**config.mk**
```make
export PLATFORM = sky130hd
export DESIGN_NAME = pot_i2c_slave
export DESIGN_NICKNAME = d
export VERILOG_FILES = /design/src/pot_pkg.sv /design/src/line_sync.sv /design/src/cmd_fifo.sv /design/src/pot_i2c_slave.sv
export VERILOG_INCLUDE_DIRS = /design/src
export SDC_FILE = /design/constraint.sdc
export NUM_CORES = 1
export LEC_CHECK = 0
export ABC_AREA = 1
export BUFFER_PORTS_ARGS = -buffer_cell sky130_fd_sc_hd__buf_2
export CAP_MARGIN = 40
export CORE_MARGIN = 3
export CORE_UTILIZATION = 55
export DETAILED_ROUTE_END_ITERATION = 10
export GPL_TIMING_DRIVEN = 0
export PLACE_DENSITY = 0.73
export SKIP_LAST_GASP = 1
export SYNTH_ARGS = -nofsm -noshare
export SYNTH_HDL_FRONTEND = slang
export SYNTH_HIERARCHICAL = 1
export SYNTH_SLANG_ARGS = --single-unit
```
**constraint.sdc**
```tcl
create_clock -name clk -period 2.65 [get_ports clk]
set_input_delay 0.1325 -clock clk [delete_from_list [all_inputs] [get_ports clk]]
set_output_delay 0.1325 -clock clk [all_outputs]
set_load 0.03 [all_outputs]
```
**src/pot_regs.svh**
```systemverilog
// constants for the two-wire slave of the dual potentiometer
// assumes a 10 MHz system clock; included by the package only
`ifndef POT_REGS_SVH
`define POT_REGS_SVH

// -----------------------------------------------------------------
// byte layout
// -----------------------------------------------------------------
`define BYTE_BITS 8
`define ADDR_TYPE_HI 7
`define ADDR_TYPE_LO 4
`define ADDR_STRAP_HI 3
`define ADDR_STRAP_LO 0
`define INSTR_OP_HI 7
`define INSTR_OP_LO 4
`define INSTR_WIPER_BIT 2
`define INSTR_REG_HI 1
`define INSTR_REG_LO 0

// -----------------------------------------------------------------
// opcodes
// -----------------------------------------------------------------
`define OP_RD_WCR 4'h9
`define OP_WR_WCR 4'hA
`define OP_RD_DR 4'hB
`define OP_WR_DR 4'hC
`define OP_XFR_D2W 4'hD
`define OP_XFR_W2D 4'hE
`define OP_GXFR_D2W 4'h1
`define OP_GXFR_W2D 4'h8
`define OP_INCDEC 4'h2

// -----------------------------------------------------------------
// timing and sizes
// -----------------------------------------------------------------
`define CLK_FREQ_KHZ 10000
`define T_WR_MS 5
`define WR_CYCLES (`T_WR_MS * `CLK_FREQ_KHZ)
`define WR_CNT_BITS 16
`define CMD_FIFO_DEPTH 8

`endif

```
**src/pot_pkg.sv**
```systemverilog
// types shared by the potentiometer serial slave and its helpers
// assumes pot_regs.svh is on the include path
`include "pot_regs.svh"

package pot_pkg;

    // -------------------------------------------------------------
    // types
    // -------------------------------------------------------------
    typedef enum logic [3:0] {
        ST_IDLE,
        ST_ADDR,
        ST_ADDR_ACK,
        ST_INSTR,
        ST_INSTR_ACK,
        ST_DATA,
        ST_DATA_ACK,
        ST_TX,
        ST_TX_ACK,
        ST_WAIT_STOP,
        ST_NV_BUSY
    } state_e;

    typedef struct packed {
        logic [3:0] opcode;
        logic wiperSelectBit;
        logic dataRegSelectHi;
        logic dataRegSelectLo;
        logic hasData;
        logic [7:0] data;
    } cmd_s;

    typedef struct packed {
        logic start;
        logic stop;
        logic sclRise;
        logic sclFall;
        logic sda;
    } line_s;

endpackage

```
**src/line_sync.sv**
```systemverilog
// synchronises the serial clock and data pins and flags bus events
// assumes pins are asynchronous and slow next to clk
`timescale 1ns/1ns
`default_nettype none

module line_sync
    import pot_pkg::*;
(
    input wire logic clk,
    input wire logic resetn,
    input wire logic sclIn,
    input wire logic sdaIn,
    output line_s events
);

    logic sclMeta_q;
    logic sclSync_q;
    logic sclPrev_q;
    logic sdaMeta_q;
    logic sdaSync_q;
    logic sdaPrev_q;
    line_s events_d;
    line_s events_q;

    // -------------------------------------------------------------
    // two-stage synchronisers, then one history stage
    // -------------------------------------------------------------
    always_ff @(posedge clk)
    begin
        if (!resetn)
        begin
            sclMeta_q <= 1'b1;
            sclSync_q <= 1'b1;
            sclPrev_q <= 1'b1;
            sdaMeta_q <= 1'b1;
            sdaSync_q <= 1'b1;
            sdaPrev_q <= 1'b1;
        end
        else
        begin
            sclMeta_q <= sclIn;
            sclSync_q <= sclMeta_q;
            sclPrev_q <= sclSync_q;
            sdaMeta_q <= sdaIn;
            sdaSync_q <= sdaMeta_q;
            sdaPrev_q <= sdaSync_q;
        end
    end

    // -------------------------------------------------------------
    // event decode from synchronised samples only
    // -------------------------------------------------------------
    always_comb
    begin
        events_d.sclRise = sclSync_q && !sclPrev_q;
        events_d.sclFall = !sclSync_q && sclPrev_q;
        // sda moving while scl stays high is never data
        events_d.start = sclSync_q && sclPrev_q && sdaPrev_q
            && !sdaSync_q;
        events_d.stop = sclSync_q && sclPrev_q && !sdaPrev_q
            && sdaSync_q;
        events_d.sda = sdaSync_q;
    end

    always_ff @(posedge clk)
    begin
        if (!resetn)
            events_q <= '0;
        else
            events_q <= events_d;
    end

    assign events = events_q;

endmodule

`default_nettype wire

```
**src/cmd_fifo.sv**
```systemverilog
// small first-in first-out buffer with registered output stage
// assumes one writer and one reader on clk
`timescale 1ns/1ns
`default_nettype none

module cmd_fifo #(
    parameter int WIDTH = 16,
    parameter int DEPTH = 8
) (
    input wire logic clk,
    input wire logic resetn,
    input wire logic [WIDTH-1:0] inData,
    input wire logic inValid,
    output logic inReady,
    output logic [WIDTH-1:0] outData,
    output logic outValid,
    input wire logic outReady
);

    localparam int AW = $clog2(DEPTH);
    localparam int CW = $clog2(DEPTH + 1);

    logic [WIDTH-1:0] mem_q [DEPTH];
    logic [AW-1:0] wrPtr_q;
    logic [AW-1:0] rdPtr_q;
    logic [CW-1:0] count_q;
    logic [WIDTH-1:0] outData_q;
    logic outValid_q;
    logic doWrite;
    logic doLoad;

    assign inReady = (count_q != CW'(DEPTH));
    assign doWrite = inValid && inReady;
    // refill the output stage when empty or being drained
    assign doLoad = (count_q != '0) && (!outValid_q || outReady);

    always_ff @(posedge clk)
    begin
        if (doWrite)
            mem_q[wrPtr_q] <= inData;
    end

    always_ff @(posedge clk)
    begin
        if (!resetn)
        begin
            wrPtr_q <= '0;
            rdPtr_q <= '0;
            count_q <= '0;
        end
        else
        begin
            if (doWrite)
                wrPtr_q <= (wrPtr_q == AW'(DEPTH - 1)) ? '0 : wrPtr_q + 1'b1;
            if (doLoad)
                rdPtr_q <= (rdPtr_q == AW'(DEPTH - 1)) ? '0 : rdPtr_q + 1'b1;
            if (doWrite && !doLoad)
                count_q <= count_q + 1'b1;
            else if (!doWrite && doLoad)
                count_q <= count_q - 1'b1;
        end
    end

    always_ff @(posedge clk)
    begin
        if (!resetn)
        begin
            outValid_q <= 1'b0;
            outData_q <= '0;
        end
        else if (doLoad)
        begin
            outValid_q <= 1'b1;
            outData_q <= mem_q[rdPtr_q];
        end
        else if (outReady)
            outValid_q <= 1'b0;
    end

    assign outData = outData_q;
    assign outValid = outValid_q;

endmodule

`default_nettype wire

```
**src/pot_i2c_slave.sv**
```systemverilog
// two-wire slave front end of a dual potentiometer with stored settings
// assumes a 10 MHz clk, open-drain sda resolved outside, scl from master
//
// Overview of operation
// - sda change with scl high is start/stop
// - start is sda fall, scl high; wait for it
// - stop is sda rise, scl high; ends transaction
// - address byte: type nibble plus four straps
// - acknowledge matching address, otherwise stay silent
// - receiver pulls sda low on ninth clock
// - acknowledge written bytes after address; a full buffer withholds the one ending a command
// - read: send eight bits, sample master acknowledge
// - no master acknowledge: release, wait for stop
// - write is address, instruction, data, then stop
// - decode opcode, register and wiper selections
// - stop after stored-register write starts programming
// - programming: sda released, no acknowledge, deaf
// - programming lasts at most five milliseconds
// - polling address gets acknowledge only when idle
// - opcode bits 7-4, wiper bit, two register bits
`timescale 1ns/1ns
`default_nettype none

module pot_i2c_slave
    import pot_pkg::*;
#(
    parameter int WR_CYCLES = `WR_CYCLES,
    // device type nibble; value is arbitrary
    parameter logic [3:0] DEV_TYPE = 4'hA
) (
    input wire logic clk,
    input wire logic resetn,
    input wire logic sclIn,
    input wire logic sdaIn,
    output logic sdaOut,
    output logic sdaOe,
    input wire logic addrStrapBit0,
    input wire logic addrStrapBit1,
    input wire logic addrStrapBit2,
    input wire logic addrStrapBit3,
    output cmd_s readSel,
    input wire logic [7:0] txByte,
    output cmd_s cmdData,
    output logic cmdValid,
    input wire logic cmdReady,
    output logic nvBusy
);

    localparam logic [`WR_CNT_BITS-1:0] WR_LAST =
        `WR_CNT_BITS'(WR_CYCLES - 1);

    // -------------------------------------------------------------
    // declarations
    // -------------------------------------------------------------
    line_s ev;
    state_e state_q;
    state_e state_d;
    logic [7:0] shift_q;
    logic [2:0] bitCnt_q;
    logic byteDone_q;
    logic masterAck_q;
    cmd_s cur_q;
    cmd_s instrWord;
    cmd_s pushWord;
    cmd_s push_q;
    logic pushValid_q;
    logic nvPending_q;
    logic [`WR_CNT_BITS-1:0] wrCnt_q;
    logic sdaOe_q;
    logic sdaOut_q;
    logic nvBusy_q;
    logic fifoReady;
    logic [3:0] strap;
    logic addrMatch;
    logic wrDone;
    logic driveAck;
    logic loadTx;
    logic shiftTx;
    logic releaseNow;
    logic pushNow;
    logic setNv;
    logic latchCmd;

    // -------------------------------------------------------------
    // helpers
    // -------------------------------------------------------------
    function automatic logic isRead(input logic [3:0] op);
        isRead = (op == `OP_RD_WCR) || (op == `OP_RD_DR);
    endfunction

    function automatic logic needsData(input logic [3:0] op);
        needsData = (op == `OP_WR_WCR) || (op == `OP_WR_DR);
    endfunction

    function automatic logic nvTarget(input logic [3:0] op);
        nvTarget = (op == `OP_WR_DR) || (op == `OP_XFR_W2D)
            || (op == `OP_GXFR_W2D);
    endfunction

    assign strap = {addrStrapBit3, addrStrapBit2, addrStrapBit1,
        addrStrapBit0};
    assign addrMatch =
        (shift_q[`ADDR_TYPE_HI:`ADDR_TYPE_LO] == DEV_TYPE)
        && (shift_q[`ADDR_STRAP_HI:`ADDR_STRAP_LO] == strap);
    assign wrDone = (wrCnt_q == WR_LAST);

    always_comb
    begin
        instrWord = '0;
        instrWord.opcode = shift_q[`INSTR_OP_HI:`INSTR_OP_LO];
        instrWord.wiperSelectBit = shift_q[`INSTR_WIPER_BIT];
        instrWord.dataRegSelectHi = shift_q[`INSTR_REG_HI];
        instrWord.dataRegSelectLo = shift_q[`INSTR_REG_LO];
    end

    // -------------------------------------------------------------
    // pin conditioning and command buffer
    // -------------------------------------------------------------
    line_sync lineSync (
        .clk(clk),
        .resetn(resetn),
        .sclIn(sclIn),
        .sdaIn(sdaIn),
        .events(ev)
    );

    // a full buffer withholds the acknowledge and the command is dropped
    cmd_fifo #(
        .WIDTH($bits(cmd_s)),
        .DEPTH(`CMD_FIFO_DEPTH)
    ) cmdFifo (
        .clk(clk),
        .resetn(resetn),
        .inData(push_q),
        .inValid(pushValid_q),
        .inReady(fifoReady),
        .outData(cmdData),
        .outValid(cmdValid),
        .outReady(cmdReady)
    );

    // -------------------------------------------------------------
    // sequence control
    // -------------------------------------------------------------
    always_comb
    begin
        state_d = state_q;
        driveAck = 1'b0;
        loadTx = 1'b0;
        shiftTx = 1'b0;
        releaseNow = 1'b0;
        pushNow = 1'b0;
        pushWord = cur_q;
        setNv = 1'b0;
        latchCmd = 1'b0;
        if (state_q == ST_NV_BUSY)
        begin
            // bus ignored entirely until programming ends
            if (wrDone)
                state_d = ST_IDLE;
        end
        else if (ev.stop)
        begin
            releaseNow = 1'b1;
            state_d = nvPending_q ? ST_NV_BUSY : ST_IDLE;
        end
        else if (ev.start)
        begin
            releaseNow = 1'b1;
            state_d = ST_ADDR;
        end
        else if (ev.sclFall)
        begin
            unique case (state_q)
                ST_IDLE, ST_WAIT_STOP:
                    state_d = state_q;
                ST_ADDR:
                    if (byteDone_q)
                    begin
                        if (addrMatch)
                        begin
                            driveAck = 1'b1;
                            state_d = ST_ADDR_ACK;
                        end
                        else
                            state_d = ST_WAIT_STOP;
                    end
                ST_ADDR_ACK:
                begin
                    releaseNow = 1'b1;
                    state_d = ST_INSTR;
                end
                ST_INSTR:
                    if (byteDone_q)
                    begin
                        latchCmd = 1'b1;
                        pushWord = instrWord;
                        if (isRead(instrWord.opcode)
                            || needsData(instrWord.opcode))
                        begin
                            driveAck = 1'b1;
                            state_d = ST_INSTR_ACK;
                        end
                        else if (fifoReady)
                        begin
                            driveAck = 1'b1;
                            pushNow = 1'b1;
                            setNv = nvTarget(instrWord.opcode);
                            state_d = ST_INSTR_ACK;
                        end
                        else
                            state_d = ST_WAIT_STOP;
                    end
                ST_INSTR_ACK:
                begin
                    releaseNow = 1'b1;
                    if (isRead(cur_q.opcode))
                    begin
                        loadTx = 1'b1;
                        state_d = ST_TX;
                    end
                    else if (needsData(cur_q.opcode))
                        state_d = ST_DATA;
                    else
                        state_d = ST_WAIT_STOP;
                end
                ST_DATA:
                    if (byteDone_q)
                    begin
                        if (fifoReady)
                        begin
                            driveAck = 1'b1;
                            pushNow = 1'b1;
                            pushWord.hasData = 1'b1;
                            pushWord.data = shift_q;
                            setNv = nvTarget(cur_q.opcode);
                            state_d = ST_DATA_ACK;
                        end
                        else
                            state_d = ST_WAIT_STOP;
                    end
                ST_DATA_ACK:
                begin
                    releaseNow = 1'b1;
                    state_d = ST_WAIT_STOP;
                end
                ST_TX:
                    if (byteDone_q)
                    begin
                        releaseNow = 1'b1;
                        state_d = ST_TX_ACK;
                    end
                    else
                        shiftTx = 1'b1;
                ST_TX_ACK:
                    if (masterAck_q)
                    begin
                        loadTx = 1'b1;
                        state_d = ST_TX;
                    end
                    else
                        state_d = ST_WAIT_STOP;
                ST_NV_BUSY:
                    state_d = state_q;
            endcase
        end
    end

    always_ff @(posedge clk)
    begin
        if (!resetn)
            state_q <= ST_IDLE;
        else
            state_q <= state_d;
    end

    // -------------------------------------------------------------
    // bit shifting and byte framing
    // -------------------------------------------------------------
    always_ff @(posedge clk)
    begin
        if (!resetn)
        begin
            bitCnt_q <= 3'h0;
            byteDone_q <= 1'b0;
        end
        else if (ev.start || ev.stop || state_q == ST_NV_BUSY)
        begin
            bitCnt_q <= 3'h0;
            byteDone_q <= 1'b0;
        end
        else if (ev.sclRise && (state_q == ST_ADDR || state_q == ST_INSTR
            || state_q == ST_DATA || state_q == ST_TX))
        begin
            // three bits wrap back to zero after the eighth bit
            bitCnt_q <= bitCnt_q + 1'b1;
            if (bitCnt_q == 3'h7)
                byteDone_q <= 1'b1;
        end
        else if (ev.sclFall)
            byteDone_q <= 1'b0;
    end

    always_ff @(posedge clk)
    begin
        if (!resetn)
            shift_q <= 8'h00;
        else if (loadTx)
            shift_q <= txByte;
        else if (shiftTx)
            shift_q <= {shift_q[6:0], 1'b0};
        else if (ev.sclRise && (state_q == ST_ADDR || state_q == ST_INSTR
            || state_q == ST_DATA))
            shift_q <= {shift_q[6:0], ev.sda};
    end

    always_ff @(posedge clk)
    begin
        if (!resetn)
            masterAck_q <= 1'b0;
        else if (ev.sclRise && state_q == ST_TX_ACK)
            masterAck_q <= !ev.sda;
    end

    // -------------------------------------------------------------
    // open-drain data pin
    // -------------------------------------------------------------
    always_ff @(posedge clk)
    begin
        if (!resetn)
        begin
            sdaOe_q <= 1'b0;
            sdaOut_q <= 1'b0;
        end
        else if (driveAck)
            sdaOe_q <= 1'b1;
        else if (loadTx)
            sdaOe_q <= !txByte[7];
        else if (shiftTx)
            sdaOe_q <= !shift_q[6];
        else if (releaseNow || state_d == ST_NV_BUSY)
            sdaOe_q <= 1'b0;
    end

    // -------------------------------------------------------------
    // command capture and hand-off
    // -------------------------------------------------------------
    always_ff @(posedge clk)
    begin
        if (!resetn)
            cur_q <= '0;
        else if (latchCmd)
            cur_q <= instrWord;
    end

    always_ff @(posedge clk)
    begin
        if (!resetn)
        begin
            pushValid_q <= 1'b0;
            push_q <= '0;
        end
        else
        begin
            pushValid_q <= pushNow;
            if (pushNow)
                push_q <= pushWord;
        end
    end

    // -------------------------------------------------------------
    // stored-setting programming cycle
    // -------------------------------------------------------------
    always_ff @(posedge clk)
    begin
        if (!resetn)
            nvPending_q <= 1'b0;
        else if (setNv)
            nvPending_q <= 1'b1;
        else if (state_d == ST_NV_BUSY)
            nvPending_q <= 1'b0;
    end

    always_ff @(posedge clk)
    begin
        if (!resetn)
            wrCnt_q <= '0;
        else if (state_q == ST_NV_BUSY && !wrDone)
            wrCnt_q <= wrCnt_q + 1'b1;
        else
            wrCnt_q <= '0;
    end

    always_ff @(posedge clk)
    begin
        if (!resetn)
            nvBusy_q <= 1'b0;
        else
            nvBusy_q <= (state_d == ST_NV_BUSY);
    end

    assign sdaOe = sdaOe_q;
    assign sdaOut = sdaOut_q;
    assign nvBusy = nvBusy_q;
    assign readSel = cur_q;

endmodule

`default_nettype wire

```
==> results of run 1 <==
[state kept, by name, summed over array words and instances (netlist names), 3 cells and up]
name	cells
cmdFifo/outData	16
cmdFifo/count_q	4
state_q	4
cmdFifo/rdPtr_q	3
bitCnt_q	3
shift_q	8
cmdFifo/wrPtr_q	3
readSel	7
push_q	16
cmdFifo/mem_q	128
lineSync/events	5
wrCnt_q	16
[how the worst max path moves through the flow]
stage	from	endpoint	slack, ps	cells past startpoint
2_1_floorplan	cmdFifo/outValid$_SDFFE_PN0P_	cmdFifo/count_q[3]$_SDFFE_PN0P_	460	12
3_3_place_gp	cmdFifo/count_q[0]$_SDFFE_PN0P_	cmdFifo/mem_q[1][2]$_DFFE_PP_	-120	6
3_5_place_dp	cmdFifo/count_q[0]$_SDFFE_PN0P_	cmdFifo/count_q[3]$_SDFFE_PN0P_	320	13
4_1_cts	cmdFifo/count_q[0]$_SDFFE_PN0P_	cmdFifo/count_q[3]$_SDFFE_PN0P_	320	13
5_1_grt	cmdFifo/count_q[0]$_SDFFE_PN0P_	cmdFifo/count_q[3]$_SDFFE_PN0P_	110	13
6_report	cmdFifo/count_q[0]$_SDFFE_PN0P_	cmdFifo/count_q[3]$_SDFFE_PN0P_	320	13
[report_power, final]
group	switching [mW]	leakage [nW]	total [mW]	internal [mW]
Combinational	1.80	2.83	2.61	0.816
Sequential	0.105	1.90	3.95	3.84
Clock	1.34	0.381	3.21	1.87
Total	3.24	5.11	9.77	6.52
[layer usage]
layer,wire length (µm),GRT usage,vias to the layer above
met1,10200,0.321,3578
met3,1600,0.0312,50
li1,-,-,3828
met4,559,0.0653,0
met2,10900,0.389,313
met5,0,0,-
[metrics by stage]
stage | worst slack [ps] | cell area [µm²] | TNS (ps)
2_1_floorplan | 460 | 10000 | 0
3_3_place_gp | -118 | 10500 | -7120
3_5_place_dp | 319 | 10600 | 0
4_1_cts | 317 | 11500 | 0
5_1_grt | 113 | 11500 | 0
6_report | 317 | 11500 | 0
[critical path: stages, from the launching register on]
cell	delay [ps]
dfxtp_1	350
nor2_2	150
nand3_1	260
nand2_2	230
inv_2	70
ha_1	210
inv_1	130
ha_1	270
or2_1	250
nand2_1	70
nand3_1	60
nand2_1	60
nand2_1	40
a21oi_1	100
[cell type report]
| cell class | count | area (µm²) |
|---|---|---|
| Buffer | 50 | 323 |
| Timing Repair Buffer | 61 | 425 |
| Inverter | 172 | 651 |
| Clock buffer | 32 | 662 |
| Clock inverter | 14 | 100 |
| Multi-Input combinational cell | 695 | 3270 |
| Sequential cell | 226 | 5810 |
| Fill cell | 1425 | 6020 |
| Tap cell | 225 | 282 |
[cells in the mapped netlist (3+ instances only)]
cell	n
o21ai_0	30
nor2_4	3
a31oi_1	7
xnor2_1	3
nor2_1	81
buf_6	6
o21ai_1	6
nand4_1	7
inv_1	153
buf_2	17
nor2_2	5
o21ai_2	3
nor3_1	7
edfxtp_1	128
ha_1	10
clkbuf_1	8
nand3_1	115
nand2_1	310
dfxtp_1	98
a21oi_1	59
nor3b_1	6
inv_2	16
buf_4	18
nand2_2	7
xor2_1	8
[kinds of logic after synthesis]
| family | after synthesis |
|---|---|
| simple gates | 552 |
| flops | 226 |
| buf+inv | 222 |
| compound gates | 110 |
| fa+ha+maj | 11 |
| xor+xnor | 11 |
| other cells | 1 |
| mux | 1 |
==> out/qor.csv, run 1 <==
metric,value,unit
synth_compound_area_frac,0.0588,
yosysWarningCount,6,
cts_setup_buffers,0,
grt_max_degree,20,
worst_pin_slew,689,ps
post_drt_wl_per_cell,15.8,µm
netlist_instances,1134,
syn_area_per_cell,8.82,µm²
synth_edf_count,128,
grt_pass1_wl,37000,µm
via_per_inst,5.27,
synth-seq-cells,226,
synth.area.top_cells,"edfxtp_1 38%, dfxtp_1 20%, nand2_1 12%",
maxCapViolCount,0,
fmaxAchievable,0.429,GHz
diodes,0,
grt_usage,0.233,
first_iter_violations,654,
place_congestion,0.913,
muxShareOfSynthArea,0.00100,
regToRegSetupSlack,320,ps
reg2reg_to,cmdFifo/count_q[3]$_SDFFE_PN0P_,
ant_nets,0,
ir_worst_vdd,0.653,mV
synth-async-reset-ratio,0,
detailed_place_hpwl,16200,µm
synth_cell_type_count,42,
worstHoldEndpoint,lineSync/events[3]$_SDFF_PN0_,
p_total,9.77,mW
max_slew_margin,0.540,
start_util,0.570,
hold_ws,115,ps
cp_max_fo,7,
synth_area,10000,µm²
clk_path_buf_depth,3,
min_path_type,input pin to flip-flop,
cp.arrival,2770,ps
finalHoldViolations,0,
required,3080,ps
critPathKind,flip-flop to flip-flop,
synth_top_family_by_area,simple AND/OR/NAND/NOR gates,
post-route-period-util,0.880,
overflow,0,
cts_tree,done,
yosys_most_used_dff,edfxtp_1,
die_w,141,µm
outcome,finished clean,
ff2ff_path_depth,13,
antenna_found_initial,0,
synth_top_cell_by_area,edfxtp_1,
cts_max_level,1,
drc,0,
rr_startpoint,cmdFifo/count_q[0]$_SDFFE_PN0P_,
synth_simple_gate_area_frac,0.238,
core,17500,µm²
pin_count,53,
cellPowerDensity,848,nW/µm²
synth_top_area_frac,0.384,
root_buffer,clkbuf_16,
die_area,19800,µm²
hold_depth,3,
wl,23300,µm
dp_cells,1418,
synth_xor_area_frac,0.00963,
rows,48,
cts_buffers,25,
min_from,resetn,
syn_to_final_growth,15.2,%
cts_sinks,226,
worst_setup_path_start_kind,flip-flop,
rsz0062_at_grt,false,
min_period,2330,ps
ys_seq_area_frac,0.580,
synth_fa_ha_area_frac,0.0145,
insertion_delay,520,ps
layout.cells.most_common_list,"310 x nand2_1, 153 x inv_1, 128 x edfxtp_1",
end_kind,flip-flop,
finClkSkew,20.8,ps
final_cells,1475,
portBuffers,42,
post_cts_resized,0,
drtPass1Iterations,6,
slew_violations,0,
power.leakage,5.11,nW
clk_pin_slew,60,ps
final_layout_size_suffix_gt1_frac,0.144,
setup_viol,0,
final_util,0.657,
mostFrequentLayoutCell,nand2_1,
dieHeight,141,µm
nNetsFinal,1259,
cts_hold_buffers,11,
grt_pass1_vias,7383,
num_vias,7769,
No activity file was read; power rests on OpenSTA's default activity.
==> inputs of run 2 (changes only) <==
--- a/config.mk
+++ b/config.mk
@@ -9,7 +9,7 @@
 export ABC_AREA = 1
 export BUFFER_PORTS_ARGS = -buffer_cell sky130_fd_sc_hd__buf_2
 export CAP_MARGIN = 40
-export CORE_MARGIN = 3
+export CORE_MARGIN = 1.5
 export CORE_UTILIZATION = 55
 export DETAILED_ROUTE_END_ITERATION = 10
 export GPL_TIMING_DRIVEN = 0
==> constraint.sdc (replaced) <==
create_clock -name clk -period 2.65 [get_ports clk]
set_input_delay 0.795 -clock clk [delete_from_list [all_inputs] [get_ports clk]]
set_output_delay 0.795 -clock clk [all_outputs]
set_load 0.03 [all_outputs]
==> out/qor.csv, run 2 (same netlist as run 1, synthesis figures left out) <==
metric,value,unit,change
end_kind,flip-flop,,unchanged
via_per_inst,5.30,,was 5.27
overflow,0,,unchanged
outcome,finished clean,,unchanged
ir_worst_vdd,0.729,mV,was 0.653 mV
cts_buffers,24,,was 25
die_area,19000,µm²,was 19800 µm²
root_buffer,clkbuf_16,,unchanged
post_cts_resized,0,,unchanged
cts_setup_buffers,0,,unchanged
finalHoldViolations,0,,unchanged
cts_tree,done,,unchanged
mostFrequentLayoutCell,nand2_1,,unchanged
drc,0,,unchanged
rows,49,,was 48
post_drt_wl_per_cell,16.1,µm,was 15.8 µm
pin_count,53,,unchanged
num_vias,7777,,was 7769
insertion_delay,510,ps,was 520 ps
pre_cts_ws,-47.3,ps,was 319 ps
core,17900,µm²,was 17500 µm²
ant_nets,0,,unchanged
place_congestion,0.929,,was 0.913
slew_violations,0,,unchanged
grt_usage,0.253,,was 0.233
syn_to_final_growth,15.2,%,about the same
grt_max_degree,20,,unchanged
portBuffers,42,,unchanged
nNetsFinal,1247,,was 1259
cp_max_fo,7,,unchanged
diodes,0,,unchanged
maxCapViolCount,0,,unchanged
regMostFlops,cmdFifo/mem_q,,unchanged
cp.arrival,2910,ps,was 2770 ps
worst_pin_slew,613,ps,was 689 ps
post-route-period-util,0.932,,was 0.880
layout.cells.most_common_list,"310 x nand2_1, 153 x inv_1, 128 x edfxtp_1",,unchanged
antenna_found_initial,0,,unchanged
finClkSkew,10.6,ps,was 20.8 ps
required,3090,ps,was 3080 ps
detailed_place_hpwl,16400,µm,was 16200 µm
clk_pin_slew,60,ps,about the same
setup_viol,0,,unchanged
p_total,10.2,mW,was 9.77 mW
wl,23600,µm,was 23300 µm
cellPowerDensity,883,nW/µm²,was 848 nW/µm²
regArea,5810,µm²,unchanged
grt_pass1_wl,36200,µm,was 37000 µm
postLayoutSetupSlackWorst,179,ps,was 317 ps
cts_max_level,1,,unchanged
clk_path_buf_depth,3,,unchanged
grt_pass1_vias,7155,,was 7383
fillers,1461,,was 1425
final_cells,1466,,was 1475
dp_cells,1422,,was 1418
first_iter_violations,601,,was 654
cts_sinks,226,,unchanged
max_slew_margin,0.591,,was 0.540
cts_hold_buffers,0,,was 11
critPathKind,flip-flop to flip-flop,,unchanged
final_layout_size_suffix_gt1_frac,0.149,,was 0.144
min_period,2470,ps,was 2330 ps
largest_register_ffs,128,,unchanged
drtPass1Iterations,5,,was 6
dieHeight,138,µm,was 141 µm
die_w,138,µm,was 141 µm
rsz0062_at_grt,false,,unchanged
min_path_type,flip-flop to flip-flop,,was input pin to flip-flop
start_util,0.559,,was 0.570
fmaxAchievable,0.405,GHz,was 0.429 GHz
multiInputGateArea,3280,µm²,was 3270 µm²
power.leakage,5.10,nW,was 5.11 nW
worst_setup_path_start_kind,flip-flop,,unchanged
run 2: cell count changes in the layout (fill, tap and decap cells not counted), moves of 2 or more:
cell / before / now
nor2_2: 11 / 13
inv_4: 2 / 4
clkinv_2: 7 / 4
nor2_1: 75 / 73
dlygate4sd3_1: 11 / 0
buf_4: 20 / 18
bufinv_16: 1 / 5
clkbuf_1: 14 / 11
run 2: worst paths after layout:
path | start | end | slack [ps] | cells after the start
worst max-delay path | cmdFifo/count_q[0]$_SDFFE_PN0P_ | cmdFifo/count_q[3]$_SDFFE_PN0P_ | 180 | 13
worst min-delay path | lineSync/sclMeta_q$_SDFF_PN1_ | lineSync/sclSync_q$_SDFF_PN1_ | 400 | 2
worst max register to register | cmdFifo/count_q[0]$_SDFFE_PN0P_ | cmdFifo/count_q[3]$_SDFFE_PN0P_ | 180 | 13
worst min register to register | lineSync/sclMeta_q$_SDFF_PN1_ | lineSync/sclSync_q$_SDFF_PN1_ | 400 | 2
run 2: metal layers:
metal | routed length [µm] | GRT usage | vias up
met2 | 11100 | 0.432 | 347
met3 | 1850 | 0.0519 | 50
li1 | - | - | 3801
met4 | 597 | 0.0897 | 0
met5 | 0 | 0 | -
met1 | 10000 | 0.321 | 3579
run 2: final cells by class:
class / instances / area share
Inverter: 172 / 0.0565
Buffer: 50 / 0.0280
Clock inverter: 15 / 0.0175
Sequential cell: 226 / 0.504
Clock buffer: 29 / 0.0565
Tap cell: 229 / 0.0249
Timing Repair Buffer: 50 / 0.0283
Multi-Input combinational cell: 695 / 0.284
run 2: critical path: stages (launching register included):
cell and delay (ps):
dfxtp_1 370, nor2_2 160, nand3_1 300, nand2_2 260, inv_2 60, ha_1 220, inv_1 140, ha_1 280
or2_1 250, nand2_1 70, nand3_1 60, nand2_1 70, nand2_1 50, a21oi_1 110
run 2: power breakdown:
| group | internal (mW) | leakage [nW] | switching (mW) |
|---|---|---|---|
| registers | 3.84 | 1.90 | 0.110 |
| clock network | 2.23 | 0.419 | 1.35 |
| logic | 0.803 | 2.78 | 1.83 |
run 2: metrics by stage:
stage / instance area (µm²) / util / TNS (ps) / hold WS (ps)
floorplan: 10000 / - / 0 / 380
CTS: 11500 / 0.644 / 0 / 406
finish: 11500 / 0.644 / 0 / 401
global placement: 10500 / 0.588 / -17950 / 382
detailed placement: 10700 / 0.596 / -47.3 / 392
global route: 11500 / 0.644 / 0 / 430
